===== config.mk =====
export PLATFORM = sky130hd
export DESIGN_NAME = vectored_interrupt_arbiter
export DESIGN_NICKNAME = d
export VERILOG_FILES = /design/src/verilog/interrupt_pkg.sv /design/src/verilog/edge_sync.sv /design/src/verilog/vectored_interrupt_arbiter.sv
export SDC_FILE = /design/constraint.sdc
export NUM_CORES = 1
export LEC_CHECK = 0
export ABC_CLOCK_PERIOD_IN_PS = 3550
export BUFFER_PORTS_ARGS = -buffer_cell sky130_fd_sc_hd__buf_2
export CORE_MARGIN = 10
export CORE_UTILIZATION = 50
export CTS_CLUSTER_DIAMETER = 80
export DETAILED_ROUTE_END_ITERATION = 10
export PLACE_DENSITY = 0.74
export SYNTH_ARGS = -nofsm -noshare
export SYNTH_HDL_FRONTEND = slang
export SYNTH_SLANG_ARGS = --single-unit
export TNS_END_PERCENT = 5

===== constraint.sdc =====
create_clock -name pclk -period 3.55 [get_ports pclk]
set_clock_uncertainty 0.1 [all_clocks]
set_input_delay 0.355 -clock pclk [delete_from_list [all_inputs] [get_ports pclk]]
set_output_delay 0.355 -clock pclk [all_outputs]
set_load 0.005 [all_outputs]

===== src/verilog/interrupt_pkg.sv =====
// Constants shared by the interrupt arbiter and its testbench
package interrupt_pkg;
   // ==================================================
   // Source numbering
   localparam int NUM_SRC = 29;
   localparam int SRC_W = 5;
   localparam int NUM_PIN = 5;
   localparam int NUM_KEY = 6;
   localparam int NUM_PERIPH = 20;
   localparam int SRC_LOW_VOLT = 0;
   localparam int SRC_KEY_RETURN = 20;
   localparam int SRC_RTC = 21;
   localparam int SRC_TWO_WIRE = 24;
   localparam int SRC_SERIAL_CH1 = 25;
   localparam int PIN_SRC [NUM_PIN] = '{22, 23, 26, 27, 28};
   localparam int PIN_FIRST = 7;
   localparam int NUM_EDGE_BITS = 12;

   // ==================================================
   // Vector addresses
   localparam logic [15:0] VEC_MASKABLE_BASE = 16'h0004;
   localparam logic [15:0] VEC_BRK = 16'h003e;
   localparam logic [15:0] VEC_RESET = 16'h0000;

   // ==================================================
   // Register byte offsets
   localparam int ADDR_W = 8;
   localparam logic [7:0] OFS_REQUEST = 8'h00;
   localparam logic [7:0] OFS_MASK = 8'h04;
   localparam logic [7:0] OFS_PRIORITY = 8'h08;
   localparam logic [7:0] OFS_RISE = 8'h0c;
   localparam logic [7:0] OFS_FALL = 8'h10;
   localparam logic [7:0] OFS_PSW = 8'h14;
   localparam logic [7:0] OFS_KEY_MODE = 8'h18;
   localparam logic [7:0] OFS_LOW_VOLT = 8'h1c;
   localparam logic [7:0] OFS_STATUS = 8'h20;
   localparam logic [7:0] OFS_IRQ_MASK = 8'h24;
   localparam logic [7:0] OFS_VECTOR = 8'h28;

   // ==================================================
   // Reset values and field positions
   localparam logic [28:0] MASK_RST = 29'h1fffffff;
   localparam logic [28:0] PRIORITY_RST = 29'h1fffffff;
   localparam logic [7:0] PSW_RST = 8'h02;
   localparam int PSW_IE_BIT = 7;
   localparam int PSW_ISP_BIT = 1;
   localparam int LOW_VOLT_RESET_SEL_BIT = 1;
   localparam int NUM_STATUS = 3;
   localparam int ST_TAKEN = 0;
   localparam int ST_RESET = 1;
   localparam int ST_BRK = 2;
   localparam logic [2:0] IRQ_MASK_RST = 3'h7;
endpackage


===== src/verilog/edge_sync.sv =====
// Pin synchroniser with per-bit rising and falling edge detection
`timescale 1ns/1ps
module edge_sync #(
   parameter int W = 1
) (
   // Clock and reset
   input wire logic pclk,
   input wire logic presetn,
   // Pins and enables
   input wire logic [W-1:0] pin_in,
   input wire logic [W-1:0] rise_en,
   input wire logic [W-1:0] fall_en,
   // Results
   output logic [W-1:0] level,
   output logic [W-1:0] edge_pulse
);
   logic [W-1:0] meta;
   logic [W-1:0] prev;

   // ==================================================
   // Per-bit synchroniser and edge detect
   genvar i;
   generate
      for (i = 0; i < W; i++) begin : g_bit
         always_ff @(posedge pclk or negedge presetn) begin
            if (!presetn) begin
               meta[i] <= 1'b1;
               level[i] <= 1'b1;
               prev[i] <= 1'b1;
            end else begin
               meta[i] <= pin_in[i];
               level[i] <= meta[i];
               prev[i] <= level[i];
            end
         end
         assign edge_pulse[i] = (rise_en[i] & level[i] & ~prev[i]) | (fall_en[i] & ~level[i] & prev[i]);
      end
   endgenerate
endmodule


===== src/verilog/vectored_interrupt_arbiter.sv =====
// Maskable, software and reset interrupt arbitration with vector output
`timescale 1ns/1ps
// Functional notes
// - Simultaneous maskable requests are served high priority first, lowest level number first within a priority.
// - Key return request is level 20, vector 002CH, keys chosen by mode register.
// - Real-time counter cycle or alarm raises level 21, vector 002EH.
// - Pin edges 7 to 11 are levels 22,23,26,27,28 with two-byte vectors.
// - Two-wire serial completion raises level 24, vector 0034H.
// - Second clocked serial channel completion raises level 25, vector 0036H.
// - Reset pin, power-on, watchdog and selected low voltage vector to 0000H.
// - Control via request, mask, priority, rising, falling edge and status word registers.
// - Rising and falling edge detection are enabled independently per pin.
// - Acceptance needs global enable besides mask and priority; low-priority sources also need the in-service flag.
// - Each source owns one request, mask and priority bit by source number.
module vectored_interrupt_arbiter (
   // Clock and reset
   input wire logic pclk,
   input wire logic presetn,
   // APB slave
   input wire logic psel,
   input wire logic penable,
   input wire logic pwrite,
   input wire logic [7:0] paddr,
   input wire logic [31:0] pwdata,
   output logic [31:0] prdata,
   output logic pready,
   output logic pslverr,
   // Peripheral events, same clock
   input wire logic [19:0] periph_event,
   input wire logic rtc_cycle_event,
   input wire logic rtc_alarm_event,
   input wire logic two_wire_done_event,
   input wire logic serial_ch1_done_event,
   // External pins
   input wire logic [4:0] pin_edge_in,
   input wire logic [5:0] key_return_in,
   input wire logic reset_pin_n,
   // Reset sources, same clock
   input wire logic power_on_clear,
   input wire logic low_voltage_detect,
   input wire logic watchdog_overflow,
   // Processor core
   input wire logic brk_request,
   input wire logic int_ack,
   output logic int_request,
   output logic [15:0] int_vector,
   output logic reset_request,
   // Interrupt line
   output logic irq
);
   logic [28:0] request_flag;
   logic [28:0] mask_flag;
   logic [28:0] priority_flag;
   logic [11:0] rising_edge_enable;
   logic [11:0] falling_edge_enable;
   logic [7:0] program_status_word;
   logic [5:0] key_return_mode_reg;
   logic [7:0] low_voltage_control_reg;
   logic [2:0] status;
   logic [2:0] irq_mask;
   logic brk_pending;
   logic [4:0] pend_src;
   logic pend_maskable;
   logic [4:0] pin_pulse;
   logic [5:0] key_pulse;
   logic [0:0] reset_pin_level;
   logic key_return_request;
   logic rtc_cycle_alarm_request;
   logic two_wire_done_request;
   logic serial_ch1_done_request;
   logic [4:0] pin_edge_request;
   logic low_voltage_reset_select;
   logic global_enable_flag;
   logic in_service_level_flag;
   logic [28:0] hw_set;
   logic [28:0] eligible;
   logic [28:0] ack_clear;
   logic sel_found;
   logic [4:0] sel_src;
   logic wr_en;
   logic rd_setup;
   logic addr_ok;
   logic [31:0] read_mux;
   logic [2:0] ev;
   logic [2:0] rd_clear;
   logic [15:0] next_vector;
   logic next_request;

   // ==================================================
   // Pin synchronisers and edge detection
   edge_sync #(.W(interrupt_pkg::NUM_PIN)) u_pin_sync (
      .pclk(pclk),
      .presetn(presetn),
      .pin_in(pin_edge_in),
      .rise_en(rising_edge_enable[11:7]),
      .fall_en(falling_edge_enable[11:7]),
      .level(),
      .edge_pulse(pin_pulse)
   );

   edge_sync #(.W(interrupt_pkg::NUM_KEY)) u_key_sync (
      .pclk(pclk),
      .presetn(presetn),
      .pin_in(key_return_in),
      .rise_en(6'h00),
      .fall_en(key_return_mode_reg),
      .level(),
      .edge_pulse(key_pulse)
   );

   edge_sync #(.W(1)) u_reset_sync (
      .pclk(pclk),
      .presetn(presetn),
      .pin_in(reset_pin_n),
      .rise_en(1'b0),
      .fall_en(1'b0),
      .level(reset_pin_level),
      .edge_pulse()
   );

   // ==================================================
   // Request sources
   assign low_voltage_reset_select = low_voltage_control_reg[interrupt_pkg::LOW_VOLT_RESET_SEL_BIT];
   assign key_return_request = |key_pulse;
   assign rtc_cycle_alarm_request = rtc_cycle_event | rtc_alarm_event;
   assign two_wire_done_request = two_wire_done_event;
   assign serial_ch1_done_request = serial_ch1_done_event;
   assign pin_edge_request = pin_pulse;
   assign reset_request = ~reset_pin_level[0] | power_on_clear | watchdog_overflow |
                          (low_voltage_detect & low_voltage_reset_select);
   assign global_enable_flag = program_status_word[interrupt_pkg::PSW_IE_BIT];
   assign in_service_level_flag = program_status_word[interrupt_pkg::PSW_ISP_BIT];

   always_comb begin
      hw_set = {9'h000, periph_event};
      hw_set[interrupt_pkg::SRC_LOW_VOLT] = periph_event[0] | (low_voltage_detect & ~low_voltage_reset_select);
      hw_set[interrupt_pkg::SRC_KEY_RETURN] = key_return_request;
      hw_set[interrupt_pkg::SRC_RTC] = rtc_cycle_alarm_request;
      hw_set[interrupt_pkg::SRC_TWO_WIRE] = two_wire_done_request;
      hw_set[interrupt_pkg::SRC_SERIAL_CH1] = serial_ch1_done_request;
      for (int p = 0; p < interrupt_pkg::NUM_PIN; p++) begin
         hw_set[interrupt_pkg::PIN_SRC[p]] = pin_edge_request[p];
      end
   end

   // ==================================================
   // Acceptance and fixed-order selection
   always_comb begin
      for (int s = 0; s < interrupt_pkg::NUM_SRC; s++) begin
         // High level always, low level only with no high level in service
         eligible[s] = request_flag[s] & ~mask_flag[s] & global_enable_flag &
                       (~priority_flag[s] | in_service_level_flag);
      end
   end

   always_comb begin
      sel_found = 1'b0;
      sel_src = 5'h00;
      // High-level sources first, lowest number wins within a level
      for (int s = interrupt_pkg::NUM_SRC - 1; s >= 0; s--) begin
         if (eligible[s] && !priority_flag[s]) begin
            sel_found = 1'b1;
            sel_src = 5'(s);
         end
      end
      if (!sel_found) begin
         for (int s = interrupt_pkg::NUM_SRC - 1; s >= 0; s--) begin
            if (eligible[s]) begin
               sel_found = 1'b1;
               sel_src = 5'(s);
            end
         end
      end
   end

   always_comb begin
      next_request = 1'b0;
      next_vector = interrupt_pkg::VEC_RESET;
      if (reset_request) begin
         next_vector = interrupt_pkg::VEC_RESET;
      end else if (brk_pending && !int_ack) begin
         next_request = 1'b1;
         next_vector = interrupt_pkg::VEC_BRK;
      end else if (sel_found && !int_ack) begin
         next_request = 1'b1;
         next_vector = interrupt_pkg::VEC_MASKABLE_BASE + 16'({sel_src, 1'b0});
      end
   end

   // ==================================================
   // Core handshake
   always_ff @(posedge pclk or negedge presetn) begin
      if (!presetn) begin
         int_request <= 1'b0;
         int_vector <= interrupt_pkg::VEC_RESET;
         pend_src <= 5'h00;
         pend_maskable <= 1'b0;
      end else begin
         int_request <= next_request;
         int_vector <= next_vector;
         pend_src <= sel_src;
         pend_maskable <= next_request & ~brk_pending;
      end
   end

   always_ff @(posedge pclk or negedge presetn) begin
      if (!presetn) begin
         brk_pending <= 1'b0;
      end else if (brk_request) begin
         brk_pending <= 1'b1;
      end else if (int_ack && int_request && !pend_maskable) begin
         brk_pending <= 1'b0;
      end
   end

   always_comb begin
      ack_clear = 29'h00000000;
      if (int_ack && int_request && pend_maskable) begin
         ack_clear[pend_src] = 1'b1;
      end
   end

   // ==================================================
   // APB decode
   assign pready = 1'b1;
   assign wr_en = psel & penable & pwrite;
   assign rd_setup = psel & ~penable & ~pwrite;
   assign addr_ok = (paddr[1:0] == 2'h0) && (paddr <= interrupt_pkg::OFS_VECTOR);
   assign pslverr = psel & penable & ~addr_ok;

   always_comb begin
      read_mux = 32'h00000000;
      case (paddr)
         interrupt_pkg::OFS_REQUEST: read_mux = {3'h0, request_flag};
         interrupt_pkg::OFS_MASK: read_mux = {3'h0, mask_flag};
         interrupt_pkg::OFS_PRIORITY: read_mux = {3'h0, priority_flag};
         interrupt_pkg::OFS_RISE: read_mux = {20'h00000, rising_edge_enable};
         interrupt_pkg::OFS_FALL: read_mux = {20'h00000, falling_edge_enable};
         interrupt_pkg::OFS_PSW: read_mux = {24'h000000, program_status_word};
         interrupt_pkg::OFS_KEY_MODE: read_mux = {26'h0000000, key_return_mode_reg};
         interrupt_pkg::OFS_LOW_VOLT: read_mux = {24'h000000, low_voltage_control_reg};
         interrupt_pkg::OFS_STATUS: read_mux = {29'h00000000, status};
         interrupt_pkg::OFS_IRQ_MASK: read_mux = {29'h00000000, irq_mask};
         interrupt_pkg::OFS_VECTOR: read_mux = {15'h0000, int_request, int_vector};
         default: read_mux = 32'h00000000;
      endcase
   end

   always_ff @(posedge pclk or negedge presetn) begin
      if (!presetn) begin
         prdata <= 32'h00000000;
      end else if (rd_setup) begin
         prdata <= read_mux;
      end
   end

   // ==================================================
   // Flag registers, hardware set wins over any clear
   always_ff @(posedge pclk or negedge presetn) begin
      if (!presetn) begin
         request_flag <= 29'h00000000;
      end else if (wr_en && paddr == interrupt_pkg::OFS_REQUEST) begin
         request_flag <= (pwdata[28:0] & ~ack_clear) | hw_set;
      end else begin
         request_flag <= (request_flag & ~ack_clear) | hw_set;
      end
   end

   always_ff @(posedge pclk or negedge presetn) begin
      if (!presetn) begin
         mask_flag <= interrupt_pkg::MASK_RST;
         priority_flag <= interrupt_pkg::PRIORITY_RST;
         rising_edge_enable <= 12'h000;
         falling_edge_enable <= 12'h000;
         key_return_mode_reg <= 6'h00;
         low_voltage_control_reg <= 8'h00;
      end else if (wr_en) begin
         case (paddr)
            interrupt_pkg::OFS_MASK: mask_flag <= pwdata[28:0];
            interrupt_pkg::OFS_PRIORITY: priority_flag <= pwdata[28:0];
            interrupt_pkg::OFS_RISE: rising_edge_enable <= pwdata[11:0];
            interrupt_pkg::OFS_FALL: falling_edge_enable <= pwdata[11:0];
            interrupt_pkg::OFS_KEY_MODE: key_return_mode_reg <= pwdata[5:0];
            interrupt_pkg::OFS_LOW_VOLT: low_voltage_control_reg <= pwdata[7:0];
            default: mask_flag <= mask_flag;
         endcase
      end
   end

   // Status word: acceptance drops enable and records a high-level entry
   always_ff @(posedge pclk or negedge presetn) begin
      if (!presetn) begin
         program_status_word <= interrupt_pkg::PSW_RST;
      end else if (int_ack && int_request) begin
         program_status_word[interrupt_pkg::PSW_IE_BIT] <= 1'b0;
         if (pend_maskable && !priority_flag[pend_src]) begin
            program_status_word[interrupt_pkg::PSW_ISP_BIT] <= 1'b0;
         end
      end else if (wr_en && paddr == interrupt_pkg::OFS_PSW) begin
         program_status_word <= pwdata[7:0];
      end
   end

   // ==================================================
   // Event status, read clears, set wins
   assign ev[interrupt_pkg::ST_TAKEN] = int_ack & int_request & pend_maskable;
   assign ev[interrupt_pkg::ST_RESET] = reset_request;
   assign ev[interrupt_pkg::ST_BRK] = brk_request;
   // Clear only what the setup phase captured, so a later event survives
   assign rd_clear = (psel && penable && !pwrite && paddr == interrupt_pkg::OFS_STATUS) ? prdata[2:0] : 3'h0;

   always_ff @(posedge pclk or negedge presetn) begin
      if (!presetn) begin
         status <= 3'h0;
      end else begin
         status <= (status & ~rd_clear) | ev;
      end
   end

   always_ff @(posedge pclk or negedge presetn) begin
      if (!presetn) begin
         irq_mask <= interrupt_pkg::IRQ_MASK_RST;
      end else if (wr_en && paddr == interrupt_pkg::OFS_IRQ_MASK) begin
         irq_mask <= pwdata[2:0];
      end
   end

   assign irq = |(status & ~irq_mask);
endmodule


==> flow_metrics.py <==
metrics = {
    "route": {
        "viasPerCell": 6.13,
        "drt_iter0_markers": 955,
        "routedWlPerCell_um": 22.3,
        "num_vias": 8829,
        "firstDrtPassIters": 5,
        "antenna_left": 0,
        "wl_um": 32100,
        "drc": 0,
    },
    "clock_network": {
        "cts_tree": "yes",
        "clockBufferDepth": 3,
        "clk_latency_ns": 0.52,
        "cts_buffers": 23,
        "htreeDepth": 1,
        "cts_setup_buffers": 0,
        "ctsHoldBuffers": 42,
        "clock-sinks": 217,
        "root_buffer": "clkbuf_16",
        "cts_resized": 0,
        "path_clk_slew_ns": 0.07,
    },
    "critical_path": {
        "critPathTopFamily": "simple AND/OR/NAND/NOR gates",
        "worstPathCellList": "buf_12 > nor4bb_1 > or4_4 > nor4_4 > nand4_2 > a211o_1 > o31ai_1 > ha_1 > a211oi_1 > a211oi_1",
        "endpoint_kind": "register",
        "cp_slowest_cell": "or4_4",
        "max_stage_delay_ns": 0.59,
        "r2r-start": "program_status_word[7]",
        "reg2reg_slack_ns": 0.42,
        "crit_required_ns": 3.88,
        "startpoint": "program_status_word[7]",
        "worst-path-max-fanout": 56,
        "cp.depth": 10,
        "cp_num_buf_inv": 1,
        "r2r_cells": 10,
        "rr_endpoint": "int_vector[4]",
        "worstSetupPathType": "reg2reg",
        "critPathCapture": "int_vector[4]",
        "crit_top_cell": "a211oi_1",
        "critPathLaunchType": "register",
        "cp.arrival_ns": 3.46,
    },
    "power": {
        "p_leak_nw": 5.77,
        "powerDensity_nw_per_um2": 438,
        "vdd_drop_max_mv": 0.407,
    },
    "floorplanning": {
        "core_area_um2": 21700,
        "start_util_pct": 50.6,
        "die_height_um": 168,
        "die-area_um2": 28300,
        "row_count": 54,
        "chipWidth_um": 168,
        "io_pins": 139,
    },
    "final_layout": {
        "mostFrequentLayoutCells": "dfrtp_1, buf_2, mux2_2, dfstp_2, nor2_1",
        "drive_gt1_share_pct": 34.5,
        "multiInputGateArea_um2": 5110,
        "final-seq-area_um2": 5550,
        "area_delta_synth_final_pct": 19.3,
        "nets": 1231,
        "fillerInstances": 1773,
        "diodes": 0,
    },
    "global_routing": {
        "antenna_found_initial": 0,
        "top_usage_layer": "met2",
        "grt_util_all_layers_pct": 22.1,
        "grt_pass1_vias": 8924,
        "grt_overflow": 0,
        "grtUsageMet3_pct": 4.54,
        "grtUsageMet1_pct": 29.4,
        "grt_max_degree": 98,
        "grt_use_met2_pct": 35.2,
        "grt_pass1_wl_um": 50400,
    },
    "timing": {
        "drv_slew": 0,
        "finalSetupViolCount": 0,
        "relSlewSlack_pct": 47.3,
        "fin_crit_sh_pct": 88.2,
        "min_period_ns": 3.13,
        "rsz0062_at_grt": "false",
        "layout_setup_ws_ns": 0.417,
        "fmax_mhz": 319,
        "final.setup.tns_ns": 0,
        "tightest_slew_ns": 0.780,
        "final_hold_viol_count": 0,
    },
    "place": {
        "dp_hpwl_um": 22200,
        "globalplace.congestion": 0.936,
        "io_buffers": 121,
        "preCtsSetupSlack_ns": 0.448,
    },
    "synth": {
        "syn_avg_cell_area_um2": 11.2,
        "syn_area_um2": 11000,
        "yosysUniqueCellTypes": 74,
        "ys_warn_count": 0,
        "yosysSeqAreaShare_pct": 50.6,
        "ys.flop_type": "dfrtp_1",
        "synth_edf_count": 0,
        "synthCells": 982,
        "async_flop_share_pct": 100,
        "synth-seq-cells": 217,
    },
    "job": {
        "cap_viol_max_count": 0,
    },
    "hold_path": {
        "hold_class": "in2reg",
    },
    "outcome": {
        "status": "complete, no violations",
    },
}
worst min path at each step:
stage / slack, ns / to / startpoint / cells after the start
finish: 0.005 / mask_flag[18] / pwdata[18] / 2
global route: 0.002 / priority_flag[19] / pwdata[19] / 2
CTS: 0.0006 / priority_flag[12] / pwdata[12] / 2
detailed placement: 0.25 / u_pin_sync.level[3] / u_pin_sync.meta[3] / 0
global placement: 0.25 / u_pin_sync.level[1] / u_pin_sync.meta[1] / 0
floorplan: -0.04 / brk_pending / presetn / 0
power by group:
group / switching [W] / total (W) / internal [W]
clock: 0.00100 / 0.00249 / 0.00148
combinational: 0.000280 / 0.000519 / 0.000240
sequential: 0.000114 / 0.00272 / 0.00261
synthesized netlist by cell type (16+ instances only):
cell type | instances | area [um2]
nor2b_1 | 22 | 138
mux2i_1 | 26 | 260
o21bai_1 | 23 | 173
o22ai_1 | 16 | 100
a22oi_1 | 34 | 255
clkbuf_1 | 29 | 109
nor2_1 | 98 | 368
dfrtp_1 | 120 | 3000
inv_1 | 18 | 67.6
a31oi_1 | 30 | 188
nand2b_1 | 21 | 131
nand2_1 | 66 | 248
nand3b_1 | 32 | 240
dfstp_2 | 97 | 2550
mux2_2 | 98 | 1100
nor4bb_1 | 21 | 210
o21ai_0 | 19 | 95.1
stage by stage:
step	cells	instance area, um2	power, W	util (%)	hold slack (ns)
after floorplan	994	11000	0.00298	-	-0.0406
after global placement	1357	11900	0.00323	54.7	0.246
after detailed placement	1357	11900	0.00324	54.7	0.247
after CTS	1441	13100	0.00576	60.3	0.000617
after global routing	1441	13100	0.00592	60.3	0.00223
final	1441	13100	0.00573	60.3	0.00519
cell type report:
cell class | instances | area share, %
clock buffers | 31 | 5.16
clock inverters | 11 | 0.889
inverters | 19 | 0.545
multi-input cells | 700 | 39.0
flip-flops and latches | 217 | 42.4
well taps | 280 | 2.68
repair buffers | 183 | 9.26
per-layer routing:
| layer | part of all wire (%) | up-vias |
|---|---|---|
| li1 | - | 3995 |
| met1 | 43 | 4421 |
| met2 | 47 | 351 |
| met3 | 7.5 | 62 |
| met4 | 2.8 | 0 |
| met5 | 0 | - |
logic make-up (layout without fill, tap and decap cells):
family	after synthesis	in the layout	synth area share, %
other	2	14	0.0685
buffers and inverters	77	244	3.35
AND/OR/NAND/NOR	337	337	17.4
AO/OA/AOI/OAI	218	218	14.8
multiplexers	130	130	13.7
adder cells (fa/ha/maj)	1	1	0.114
flip-flops	217	217	50.6
Power figures use the tool's default switching activity.
